<file path="config.mk">
export PLATFORM = sky130hd
export DESIGN_NAME = dpra_host_ctrl
export DESIGN_NICKNAME = d
export VERILOG_FILES = /design/src/dpra_pkg.sv /design/src/dpra_host_ctrl.sv /design/src/dpra_cycle_timer.sv
export VERILOG_INCLUDE_DIRS = /design/src
export SDC_FILE = /design/constraint.sdc
export NUM_CORES = 1
export LEC_CHECK = 0
export ABC_AREA = 1
export BUFFER_PORTS_ARGS = -buffer_cell sky130_fd_sc_hd__buf_2
export CAP_MARGIN = 20
export CORE_MARGIN = 2
export CORE_UTILIZATION = 35
export CTS_CLUSTER_DIAMETER = 100
export CTS_CLUSTER_SIZE = 8
export DETAILED_ROUTE_END_ITERATION = 8
export GPL_TIMING_DRIVEN = 0
export PLACE_DENSITY_LB_ADDON = 0.3
export SYNTH_ARGS = -nofsm -noshare
export SYNTH_HDL_FRONTEND = slang
export SYNTH_SLANG_ARGS = --single-unit
export TNS_END_PERCENT = 100
</file>
<file path="constraint.sdc">
create_clock -name core_clk -period 2.9 [get_ports core_clk]
set_input_delay 0.145 -clock core_clk [delete_from_list [all_inputs] [get_ports core_clk]]
set_output_delay 0.145 -clock core_clk [all_outputs]
set_load 0.01 [all_outputs]
</file>
<file path="src/dpra_params.svh">
/*
  constants for the dual-port ram host controller: timings, address fields, state codes.
  assumes a 40 MHz core clock; included by bare name.
*/
// Contract
// - Writer holds data stable for the setup time before write strobe rises.
// - Write ends on whichever of write strobe or port select rises first.
// - Without message passing, leave the interrupt off the processor's request input.
// - Slave's controller delays its write until busy has settled.
// - Token access: token select low, memory select high, address bits 0-2 only.
// - After a token write, deselect for the flag update pulse before reading back.
// - Write strobe or port select stays high whenever address lines change.
`ifndef DPRA_PARAMS_SVH
`define DPRA_PARAMS_SVH

`define DPRA_CLK_PERIOD_NS   25
`define DPRA_CEIL_CYC(ns)    ((((ns) + `DPRA_CLK_PERIOD_NS - 1) / `DPRA_CLK_PERIOD_NS))

`define DPRA_ADDR_W          14
`define DPRA_DATA_W          8
`define DPRA_TOKEN_ADDR_W    3
`define DPRA_CNT_W           4

`define DPRA_WRITE_SETUP_NS  15
`define DPRA_WRITE_PULSE_NS  15
`define DPRA_READ_ACCESS_NS  20
`define DPRA_MATCH_FLAG_NS   20
`define DPRA_SELECT_FLAG_NS  20
`define DPRA_FLAG_PULSE_NS   10

`define DPRA_SETTLE_CYC      `DPRA_CEIL_CYC(`DPRA_SELECT_FLAG_NS)
`define DPRA_WSTROBE_CYC     `DPRA_CEIL_CYC(`DPRA_WRITE_PULSE_NS)
`define DPRA_RSTROBE_CYC     `DPRA_CEIL_CYC(`DPRA_READ_ACCESS_NS)
`define DPRA_FLAG_PULSE_CYC  `DPRA_CEIL_CYC(`DPRA_FLAG_PULSE_NS)
`define DPRA_RECOV_CYC       1

`define DPRA_ST_IDLE         3'h0
`define DPRA_ST_ADDR         3'h1
`define DPRA_ST_SEL          3'h2
`define DPRA_ST_WAITB        3'h3
`define DPRA_ST_STROBE       3'h4
`define DPRA_ST_HOLD         3'h5
`define DPRA_ST_RECOV        3'h6

`endif

</file>
<file path="src/dpra_pkg.sv">
/*
  types for the dual-port ram host controller.
  assumes dpra_params.svh is on the include path.
*/
`include "dpra_params.svh"
package dpra_pkg;
  typedef enum logic [2:0] {
    DPRA_IDLE   = `DPRA_ST_IDLE,
    DPRA_ADDR   = `DPRA_ST_ADDR,
    DPRA_SEL    = `DPRA_ST_SEL,
    DPRA_WAITB  = `DPRA_ST_WAITB,
    DPRA_STROBE = `DPRA_ST_STROBE,
    DPRA_HOLD   = `DPRA_ST_HOLD,
    DPRA_RECOV  = `DPRA_ST_RECOV
  } dpra_state_type;
endpackage : dpra_pkg

</file>
<file path="src/dpra_host_ctrl.sv">
/*
  host-side controller for one port of an asynchronous dual-port ram with
  mailboxes, busy arbitration and token latches. one request at a time.
  assumes all pin inputs synchronous to core_clk; data pin resolved outside.
*/
`include "dpra_params.svh"
module dpra_host_ctrl
  import dpra_pkg::*;
(
  input  wire logic                    core_clk,
  input  wire logic                    rst_b,
  input  wire logic                    reqValid,
  input  wire logic                    reqWrite,
  input  wire logic                    reqToken,
  input  wire logic [`DPRA_ADDR_W-1:0] reqAddr,
  input  wire logic [`DPRA_DATA_W-1:0] reqData,
  output logic                         reqReady,
  output logic                         rspValid,
  output logic [`DPRA_DATA_W-1:0]      rspData,
  output logic                         rspBusy,
  input  wire logic                    slaveMode,
  input  wire logic                    msgPassEn,
  output logic                         intReq,
  output logic                         memSelN,
  output logic                         token_latch_select_n,
  output logic                         rwN,
  output logic                         oeN,
  output logic [`DPRA_ADDR_W-1:0]      pinAddr,
  output logic [`DPRA_DATA_W-1:0]      pinDataOut,
  output logic                         pinDataOe,
  input  wire logic [`DPRA_DATA_W-1:0] pinDataIn,
  input  wire logic                    busyN,
  input  wire logic                    intN
);
  dpra_state_type                state_r;
  dpra_state_type                state_nxt;
  logic                          wr_r;
  logic                          tok_r;
  logic [`DPRA_ADDR_W-1:0]       addr_r;
  logic [`DPRA_DATA_W-1:0]       data_r;
  logic                          tmrDone;
  logic                          tmrLoad;
  logic [`DPRA_CNT_W-1:0]        tmrVal;
  logic                          accept;
  logic                          selActNxt;
  logic                          strobeNxt;
  logic                          readEnd;
  logic [`DPRA_ADDR_W-1:0]       pinAddrNxt;
  logic                          selLow;

  assign accept = (state_r == DPRA_IDLE) && reqValid;
  assign readEnd = (state_r == DPRA_STROBE) && tmrDone && !wr_r;

  // phase sequencer
  always_comb begin
    state_nxt = state_r;
    unique case (state_r)
      DPRA_IDLE:   if (reqValid) state_nxt = DPRA_ADDR;
      DPRA_ADDR:   state_nxt = DPRA_SEL;
      DPRA_SEL: begin
        if (tmrDone) begin
          if (wr_r && !busyN) state_nxt = DPRA_WAITB;
          else                state_nxt = DPRA_STROBE;
        end
      end
      DPRA_WAITB:  if (busyN) state_nxt = DPRA_STROBE;
      DPRA_STROBE: if (tmrDone) state_nxt = DPRA_HOLD;
      DPRA_HOLD:   state_nxt = DPRA_RECOV;
      DPRA_RECOV:  if (tmrDone) state_nxt = DPRA_IDLE;
      default:     state_nxt = DPRA_IDLE;
    endcase
  end

  assign tmrLoad = (state_nxt != state_r) &&
                   (state_nxt == DPRA_SEL || state_nxt == DPRA_STROBE ||
                    state_nxt == DPRA_RECOV);

  // phase lengths
  assign tmrVal = (state_nxt == DPRA_SEL)    ? `DPRA_CNT_W'(`DPRA_SETTLE_CYC) :
                  (state_nxt == DPRA_STROBE) ?
                    (wr_r ? `DPRA_CNT_W'(`DPRA_WSTROBE_CYC) : `DPRA_CNT_W'(`DPRA_RSTROBE_CYC)) :
                  (tok_r && wr_r) ? `DPRA_CNT_W'(`DPRA_FLAG_PULSE_CYC) :
                  `DPRA_CNT_W'(`DPRA_RECOV_CYC);

  dpra_cycle_timer u_timer (
    .core_clk (core_clk),
    .rst_b    (rst_b),
    .load     (tmrLoad),
    .loadVal  (tmrVal),
    .done     (tmrDone)
  );

  // pin values follow the next phase so every pin leaves a flip-flop
  assign selActNxt = (state_nxt == DPRA_SEL) || (state_nxt == DPRA_WAITB) ||
                     (state_nxt == DPRA_STROBE) || (state_nxt == DPRA_HOLD);
  assign strobeNxt = (state_nxt == DPRA_STROBE);
  // address is launched at accept, a cycle ahead of any select
  assign pinAddrNxt = reqToken ? {{(`DPRA_ADDR_W-`DPRA_TOKEN_ADDR_W){1'b0}},
                                  reqAddr[`DPRA_TOKEN_ADDR_W-1:0]} : reqAddr;

  always_ff @(posedge core_clk or negedge rst_b) begin
    if (!rst_b) begin
      state_r <= DPRA_IDLE;
      wr_r    <= 1'b0;
      tok_r   <= 1'b0;
      addr_r  <= `DPRA_ADDR_W'(0);
      data_r  <= `DPRA_DATA_W'(0);
    end else begin
      state_r <= state_nxt;
      if (accept) begin
        wr_r   <= reqWrite;
        tok_r  <= reqToken;
        addr_r <= reqAddr;
        data_r <= reqData;
      end
    end
  end

  always_ff @(posedge core_clk or negedge rst_b) begin
    if (!rst_b) begin
      memSelN              <= 1'b1;
      token_latch_select_n <= 1'b1;
      rwN                  <= 1'b1;
      oeN                  <= 1'b1;
      pinDataOe            <= 1'b0;
      pinDataOut           <= `DPRA_DATA_W'(0);
      pinAddr              <= `DPRA_ADDR_W'(0);
    end else begin
      memSelN              <= !(selActNxt && !tok_r);
      token_latch_select_n <= !(selActNxt && tok_r);
      rwN                  <= !(strobeNxt && wr_r);
      oeN                  <= !(strobeNxt && !wr_r);
      pinDataOe            <= wr_r && (strobeNxt || state_nxt == DPRA_HOLD);
      pinDataOut           <= data_r;
      if (accept) pinAddr <= pinAddrNxt;
    end
  end

  // user side answer and interrupt gate
  always_ff @(posedge core_clk or negedge rst_b) begin
    if (!rst_b) begin
      reqReady <= 1'b1;
      rspValid <= 1'b0;
      rspData  <= `DPRA_DATA_W'(0);
      rspBusy  <= 1'b0;
      intReq   <= 1'b0;
    end else begin
      reqReady <= (state_nxt == DPRA_IDLE);
      rspValid <= (state_r == DPRA_RECOV) && tmrDone;
      if (readEnd) begin
        rspData <= pinDataIn;
        rspBusy <= !busyN;
      end else if (accept) begin
        rspBusy <= 1'b0;
      end
      intReq <= msgPassEn && !intN;
    end
  end

  assign selLow = !memSelN || !token_latch_select_n;
endmodule // dpra_host_ctrl

</file>
<file path="src/dpra_cycle_timer.sv">
/*
  down counter for phase lengths; done is high in the last cycle of a phase.
  assumes load lands in the first cycle edge of the phase.
*/
`include "dpra_params.svh"
module dpra_cycle_timer
  import dpra_pkg::*;
(
  input  wire logic                   core_clk,
  input  wire logic                   rst_b,
  input  wire logic                   load,
  input  wire logic [`DPRA_CNT_W-1:0] loadVal,
  output logic                        done
);
  logic [`DPRA_CNT_W-1:0] cnt_r;
  logic [`DPRA_CNT_W-1:0] cnt_nxt;

  assign done = (cnt_r <= `DPRA_CNT_W'(1));
  assign cnt_nxt = load ? loadVal : (done ? cnt_r : cnt_r - `DPRA_CNT_W'(1));

  always_ff @(posedge core_clk or negedge rst_b) begin
    if (!rst_b) cnt_r <= `DPRA_CNT_W'(0);
    else        cnt_r <= cnt_nxt;
  end
endmodule // dpra_cycle_timer

</file>
==> run summary, run 1 <==
Status - finished, final reports clean
Final setup violation count - 0
Io pins - 78
Gr usage total - 0.135
Max frequency - 592 MHz
Drt total wl - 4410 um
Die span in x - 84.8 um
Commonest non-fill, non-tap cell in the layout - buf_2
# port buffers - 76
CTS H-Tree Depth - 2
Clk sinks - 56
Syn Inst Count - 203
# hold bufs at CTS - 2
Sequential fraction of the synthesis area - 0.617
Required @ worst endpoint - 3.13 ns
Most frequent CP cell - nand2_2
Avg Inst Size Synth - 11.2 sq um
First-pass GRT wire length - 7690 um
EDFF count, synth - 0
Fin crit share - 0.582
Min Tclk post-route - 1.69 ns
Unrepaired setup endpoints after global routing - false
Share of post-route cells with drive strength above 1 - 0.448
Power per cell area - 1090 nW/um^2
Initial antenna violation count - 0
Fin nets - 330
Routed length per instance - 12.0 um
Max Cap Viol - 0
Area delta synth->final - 26.9%
Yosys top cell area share - 0.559
Dpl hpwl - 3320 um
Clk_lat worst skew - 0.31 ns
GPL Wtd Cong - 0.857
Largest net degree at the start of global routing - 34
Core box area - 6310 sq um
Total global routing overflow - 0
WS Path Type - reg2reg
Flops & latches, synth - 56
Syn_nets - 244
Final ANT Viol Nets - 0
Worst relative slew slack - 0.494
Cell Chain, Critical Path - inv_1 > ha_1 > inv_1 > nand2_1 > nand2_2 > nand2_2 > nand2_2 > nand2_2 > nand2_4 > nor2_4 > nor2_4 > a21oi_1
HP Class - in2reg
Die area - 7180 sq um
Post-CTS sizing - 0
Initial DRT Pass Iterations - 4
Starting DRT DRC Count - 42
Synth area leader - dfrtp_1
Most area-consuming cells after synthesis - dfrtp_1 (56%), nand2_1 (8.4%), dfstp_2 (5.8%), a22o_1 (4.2%), mux2_2 (3.9%)
Peak supply drop - 0.000444 V
Fin Setup TNS - 0 ns
Worst Path Max Fanout - 7
Clk buf depth - 2
Setup Buffers After CTS - 0
Core Util, Final - 0.459
Starting Density - 0.361
# rows - 29
Cts bufs inserted - 5
Yosys cell types - 31
Crit start category - flop
CTS tree - built
Number of global-route vias before repair - 1678
Post-DR vias/cell - 4.45
Die H - 84.8 um
Final Hold Fails - 0
Root Driver - clkbuf_8
DR DRC count - 0
Leak - 1.53 nW
Diode count - 0
Slowest CP cell - dfrtp_1
Crit path capture type - flop
Critical Path AT - 1.92 ns
Synthesized area - 2280 sq um
Most frequent cells in the layout - buf_2 (78), nand2_1 (51), dfrtp_1 (51)
Clock slew at reported path FFs - 0.11 ns
Post-synth top flop - dfrtp_1
Vias - 1634
Post-route clock skew - 0.0148 ns
Synth Warn # - 0
Slew @ Worst Pin - 0.760 ns
Max-slew violations - 0
Ys async rst share - 1.00
Worst stage delay on the critical path - 0.39 ns
==> path summary, 6_finish.rpt <==
path	to	start	slack, ns	cells past startpoint
worst max register to register	u_timer.cnt_r[1]	u_timer.cnt_r[0]	1.21	12
worst min-delay path	pinAddr[1]	reqAddr[1]	0.02	3
worst min register to register	pinDataOut[5]	data_r[5]	0.39	0
worst max-delay path	u_timer.cnt_r[1]	u_timer.cnt_r[0]	1.21	12
min in group asynchronous	pinAddr[1]	rst_b	0.43	2
max in group asynchronous	memSelN	rst_b	1.80	3
==> state kept, by name, summed over array words and instances, names as in the netlist <==
register	count
memSelN	1
pinDataOe	1
pinAddr	14
intReq	1
state_r	3
u_timer.cnt_r	4
rspBusy	1
rspValid	1
oeN	1
reqReady	1
rwN	1
tok_r	1
pinDataOut	8
rspData	8
token_latch_select_n	1
wr_r	1
data_r	8
==> cell usage after synthesis, types with 3 or more instances <==
cell / count
inv_1: 10
o21ai_0: 3
a22o_1: 11
nand2_2: 9
nor2_4: 5
dfstp_2: 5
nor2_1: 7
a21oi_1: 4
inv_2: 5
nand2_1: 51
mux2_2: 8
dfrtp_1: 51
nand3_1: 9
nor2_2: 4
==> power breakdown <==
part / switching [W] / internal (W)
sequential: 0.000153 / 0.00114
clock: 0.000255 / 0.000172
combinational: 0.000848 / 0.000586
==> worst max-delay path: cells and delay by family (launching register included) <==
family          cells  cell delay, ns
compound gates      1            0.14
fa+ha+maj           1            0.22
buf+inv             2            0.20
flops               1            0.39
simple gates        8            0.68
==> layout make-up <==
type	instances	area, sq um
Buffer	5	28.8
Clock buffer	5	68.8
Clock inverter	3	21.3
Fill cell	629	3420
Inverter	16	62.6
Multi-Input combinational cell	126	783
Sequential cell	56	1410
Tap cell	77	96.3
Timing Repair Buffer	79	428
==> layer usage <==
layer	wire, um	global-route usage
met3	189	0.0236
met2	2240	0.222
met1	1910	0.174
met5	0	0
met4	72	0.0649
==> cell families (layout without fill, tap and decap cells) <==
logic type | count (synthesis) | count (layout) | synth area share
muxes | 8 | 8 | 0.0395
AOI/OAI and AO/OA | 21 | 21 | 0.0674
DFF | 56 | 56 | 0.617
buffers and inverters | 21 | 108 | 0.0400
xor gates and xnor gates | 2 | 2 | 0.00768
and+or+nand+nor | 93 | 93 | 0.218
adders and majority gates | 2 | 2 | 0.0110
==> through the flow <==
step	power, W	std cells	setup WS [ns]	area [sq um]	hold WS, ns
after floorplan	0.00231	203	1.37	2280	-0.151
after global placement	0.00273	356	1.24	2760	0.297
after detailed placement	0.00277	357	1.22	2790	0.268
after CTS	0.00322	367	1.20	2900	0.00445
after global routing	0.00343	367	0.994	2900	0.00859
final	0.00316	367	1.21	2900	0.0165
No activity file was read; power rests on OpenSTA's default activity.
==> run 2: changes to the inputs <==
- ABC_AREA: 1 -> 0
- clock period: 2.9 -> 1.63 ns (I/O delays scaled with it)
==> run 2 against run 1 <==
  * The flow now finishes with violations (negative setup slack)
  * Design area grew 16%
  * Sequential cell count is the same
  * Worst hold slack lost 0.0034 ns
  * Largest power group unchanged
  * Power grew 71%
  * Final cell count grew 4.1%
  * Critical path type unchanged
==> run summary, run 2 <==
Status - complete, but fails checks
Failing checks - negative setup slack
First-pass GRT wire length - 9060 um (+18%)
Clk sinks - 56 (unchanged)
Yosys top cell area share - 0.553 (-0.00636)
Fin crit share - 1.02 (+0.442)
Most area-consuming cells after synthesis - dfrtp_1 (55%), mux2_2 (10%), dfstp_2 (5.7%), nand2b_1 (4.3%), nand2_1 (3.3%)
Required @ worst endpoint - 1.84 ns (-1.29 ns)
Routed length per instance - 14.1 um (+17%)
Initial antenna violation count - 0 (unchanged)
Largest net degree at the start of global routing - 41 (+21%)
Avg Inst Size Synth - 12.5 sq um (+12%)
Min Tclk post-route - 1.67 ns (-0.0188 ns)
Post-synthesis compound-gate area fraction - 0.0737 (+0.00628)
Syn_nets - 225 (-7.8%)
Post-DR vias/cell - 4.72 (+6.0%)
Area delta synth->final - 45.4%
Fin nets - 345 (+4.5%)
Combinational share of power - 0.430 (-0.024)
Core box area - 6350 sq um (+0.57%)
Critical Path AT - 1.88 ns (-0.04 ns)
Core Util, Final - 0.528 (+0.0697)
Max FFs per register - 14 (unchanged)
PnR worst setup slack - -0.0399 ns (-1.25 ns)
Crit path capture type - flop
Xor/xnor share of the synthesized area - 0.00759 (-0.0000874)
Net Sw Power - 0.00189 W (+50%)
CTS tree - built
Peak supply drop - 0.000717 V (+62%)
Adder-cell share of the synthesized area - 0.0108 (-0.000125)
Simple-gate share of the synthesized area - 0.160 (-0.0578)
Synth area leader - dfrtp_1
Dpl hpwl - 3300 um (-0.57%)
Placement-stage cell area - 2810 sq um (+0.81%)
Count leader, synth - dfrtp_1
# rows - 29 (unchanged)
Layout fillers - 553 (-12%)
Mux cell area share after synthesis - 0.115 (+0.0760)
Syn Inst Count - 184 (-9.4%)
Cts bufs inserted - 5 (unchanged)
Max-slew violations - 0 (unchanged)
Power per cell area - 1610 nW/um^2 (+48%)
Sequential fraction of the synthesis area - 0.610 (-0.00702)
Flops & latches, synth - 56 (unchanged)
Clock power share - 0.145 (+0.010)
Fin Hold WS - 0.0130 ns (-0.00344 ns)
Die area - 7260 sq um (+1.1%)
Internal power - 0.00351 W (+85%)
EDFF count, synth - 0 (unchanged)
Non-Filler Instances - 382 (+4.1%)
# port buffers - 76 (unchanged)
Crit start category - flop
Post-route clock skew - 0.0125 ns (-0.00234 ns)
Fin area - 3360 sq um (+16%)
Unrepaired setup endpoints after global routing - true
Final Hold Fails - 0 (unchanged)
Top cells by count, synth - dfrtp_1 (51), mux2_2 (21), nand2_1 (20)
Slew @ Worst Pin - 0.406 ns (-0.354 ns)
Clock slew at reported path FFs - 0.10 ns (about the same)
Starting Density - 0.364 (+0.00207)
Commonest non-fill, non-tap cell in the layout - buf_2
Worst Path Max Fanout - 5 (-2)
Switch share - 0.349 (-0.0482)
Max Cap Viol - 0 (unchanged)
Die H - 85.2 um (+0.55%)
Largest family of logic cells by synthesized area - simple AND/OR/NAND/NOR gates
Final ANT Viol Nets - 0 (unchanged)
Drt total wl - 5370 um (+22%)
Post-synth top flop - dfrtp_1
Clk buf depth - 2 (unchanged)
Yosys cell types - 41 (+32%)
Synthesized area - 2310 sq um (+1.2%)
Initial DRT Pass Iterations - 4 (unchanged)
Cells after DPL - 338 (-5.3%)
Synth Warn # - 0 (unchanged)
Final setup violation count - 10 (+10)
Vias - 1802 (+10%)
DR DRC count - 0 (unchanged)
Worst relative slew slack - 0.730 (+0.236)
Share of post-route cells with drive strength above 1 - 0.485 (+0.0370)
Clk_lat worst skew - 0.32 ns (about the same)
HP Class - in2reg
Ys async rst share - 1.00 (unchanged)
Gr usage total - 0.158 (+0.0231)
Register share of total power - 0.425 (+0.014)
CTS H-Tree Depth - 2 (unchanged)
WS Path Type - reg2reg
Die span in x - 85.2 um (+0.55%)
Leak - 1.61 nW (+5.2%)
Io pins - 78 (unchanged)
Top reg by flops - pinAddr
Most frequent cells in the layout - buf_2 (78), dfrtp_1 (50), dlygate4sd3_1 (25)
Diode count - 0 (unchanged)
Starting DRT DRC Count - 107 (+150%)
Max frequency - 599 MHz (+1.1%)
GPL Wtd Cong - 0.777 (-9.4%)
Total global routing overflow - 0 (unchanged)
Number of global-route vias before repair - 1870 (+11%)
Root Driver - clkbuf_8
-- run 2: cell count changes in the layout (fill, tap and decap cells not counted), moves of 4 or more --
cell / before / now
nand2_1: 51 / 20
dlygate4sd3_1: 2 / 25
nand2b_1: 0 / 16
a22o_1: 11 / 0
o21ai_0: 3 / 13
inv_1: 10 / 1
nand2_2: 9 / 0
nand3_1: 9 / 0
mux2_4: 0 / 8
buf_4: 0 / 7
mux2_2: 8 / 13
nor2_4: 5 / 1
-- run 2: repair_timing --
action                                 in CTS  in global routing
pin swaps                                   6                  8
gates resized for setup                    18                 12
endpoints found under the hold margin      39                  0
buffers inserted                           11                  1
hold buffers                               25                  0
setup endpoints to repair                  18                 26
gates cloned                                1                  0
-- run 2: per-layer routing --
layer | vias up | wire, um | track usage
met4 | 0 | 78 | 0.0548
met5 | - | 0 | 0
li1 | 862 | - | -
met3 | 6 | 257 | 0.0370
met2 | 51 | 2800 | 0.279
met1 | 883 | 2230 | 0.190
-- run 2: area by class of cell --
class,count,area (sq um),share of cell area
Sequential cell,56,1410,0.420
Multi-Input combinational cell,117,947,0.282
Timing Repair Buffer,113,757,0.226
Tap cell,77,96.3,0.0287
Clock buffer,5,68.8,0.0205
Buffer,8,43.8,0.0130
Clock inverter,3,22.5,0.00671
Inverter,3,11.3,0.00336
-- run 2: final timing paths --
path | from | to | slack, ns | depth (start not counted)
hold / removal | reqAddr[4] | pinAddr[4] | 0.01 | 3
setup reg to reg | u_timer.cnt_r[0] | rspData[3] | -0.04 | 7
max in group asynchronous | rst_b | rwN | 0.81 | 3
hold reg to reg | data_r[6] | pinDataOut[6] | 0.38 | 0
min in group asynchronous | rst_b | pinDataOut[3] | 0.21 | 2
setup / recovery | u_timer.cnt_r[0] | rspData[3] | -0.04 | 7
-- run 2: logic make-up (layout without fill, tap and decap cells) --
family                     after synthesis  after routing
and+or+nand+nor                         62             62
DFF                                     56             56
buffers and inverters                   11            132
adders and majority gates                2              2
muxes                                   24             24
xor gates and xnor gates                 2              2
AOI/OAI and AO/OA                       27             27
-- run 2: stage by stage --
stage               setup WS, ns  total power [W]  setup TNS, ns
finish                   -0.0399          0.00540         -0.306
global route             -0.0946          0.00581         -0.965
CTS                      -0.0955          0.00550         -0.719
detailed placement        -0.248          0.00438          -2.66
global placement          -0.231          0.00432          -2.27
floorplan                -0.0309          0.00360         -0.247
-- run 2: worst max-delay path: stages (launching register included) --
cell	delay, ns
dfrtp_2	0.47
inv_2	0.09
ha_4	0.13
or2_4	0.16
nand2_8	0.07
nor3_4	0.17
buf_6	0.17
mux2_4	0.30
-- run 2: power groups by stage --
stage	clock, W	sequential, W	combinational, W
6_report	0.000782	0.00229	0.00232
5_1_grt	0.000873	0.00237	0.00256
4_1_cts	0.000809	0.00230	0.00239
3_5_place_dp	0	0.00232	0.00206
3_3_place_gp	0	0.00229	0.00203
2_1_floorplan	0	0.00254	0.00107
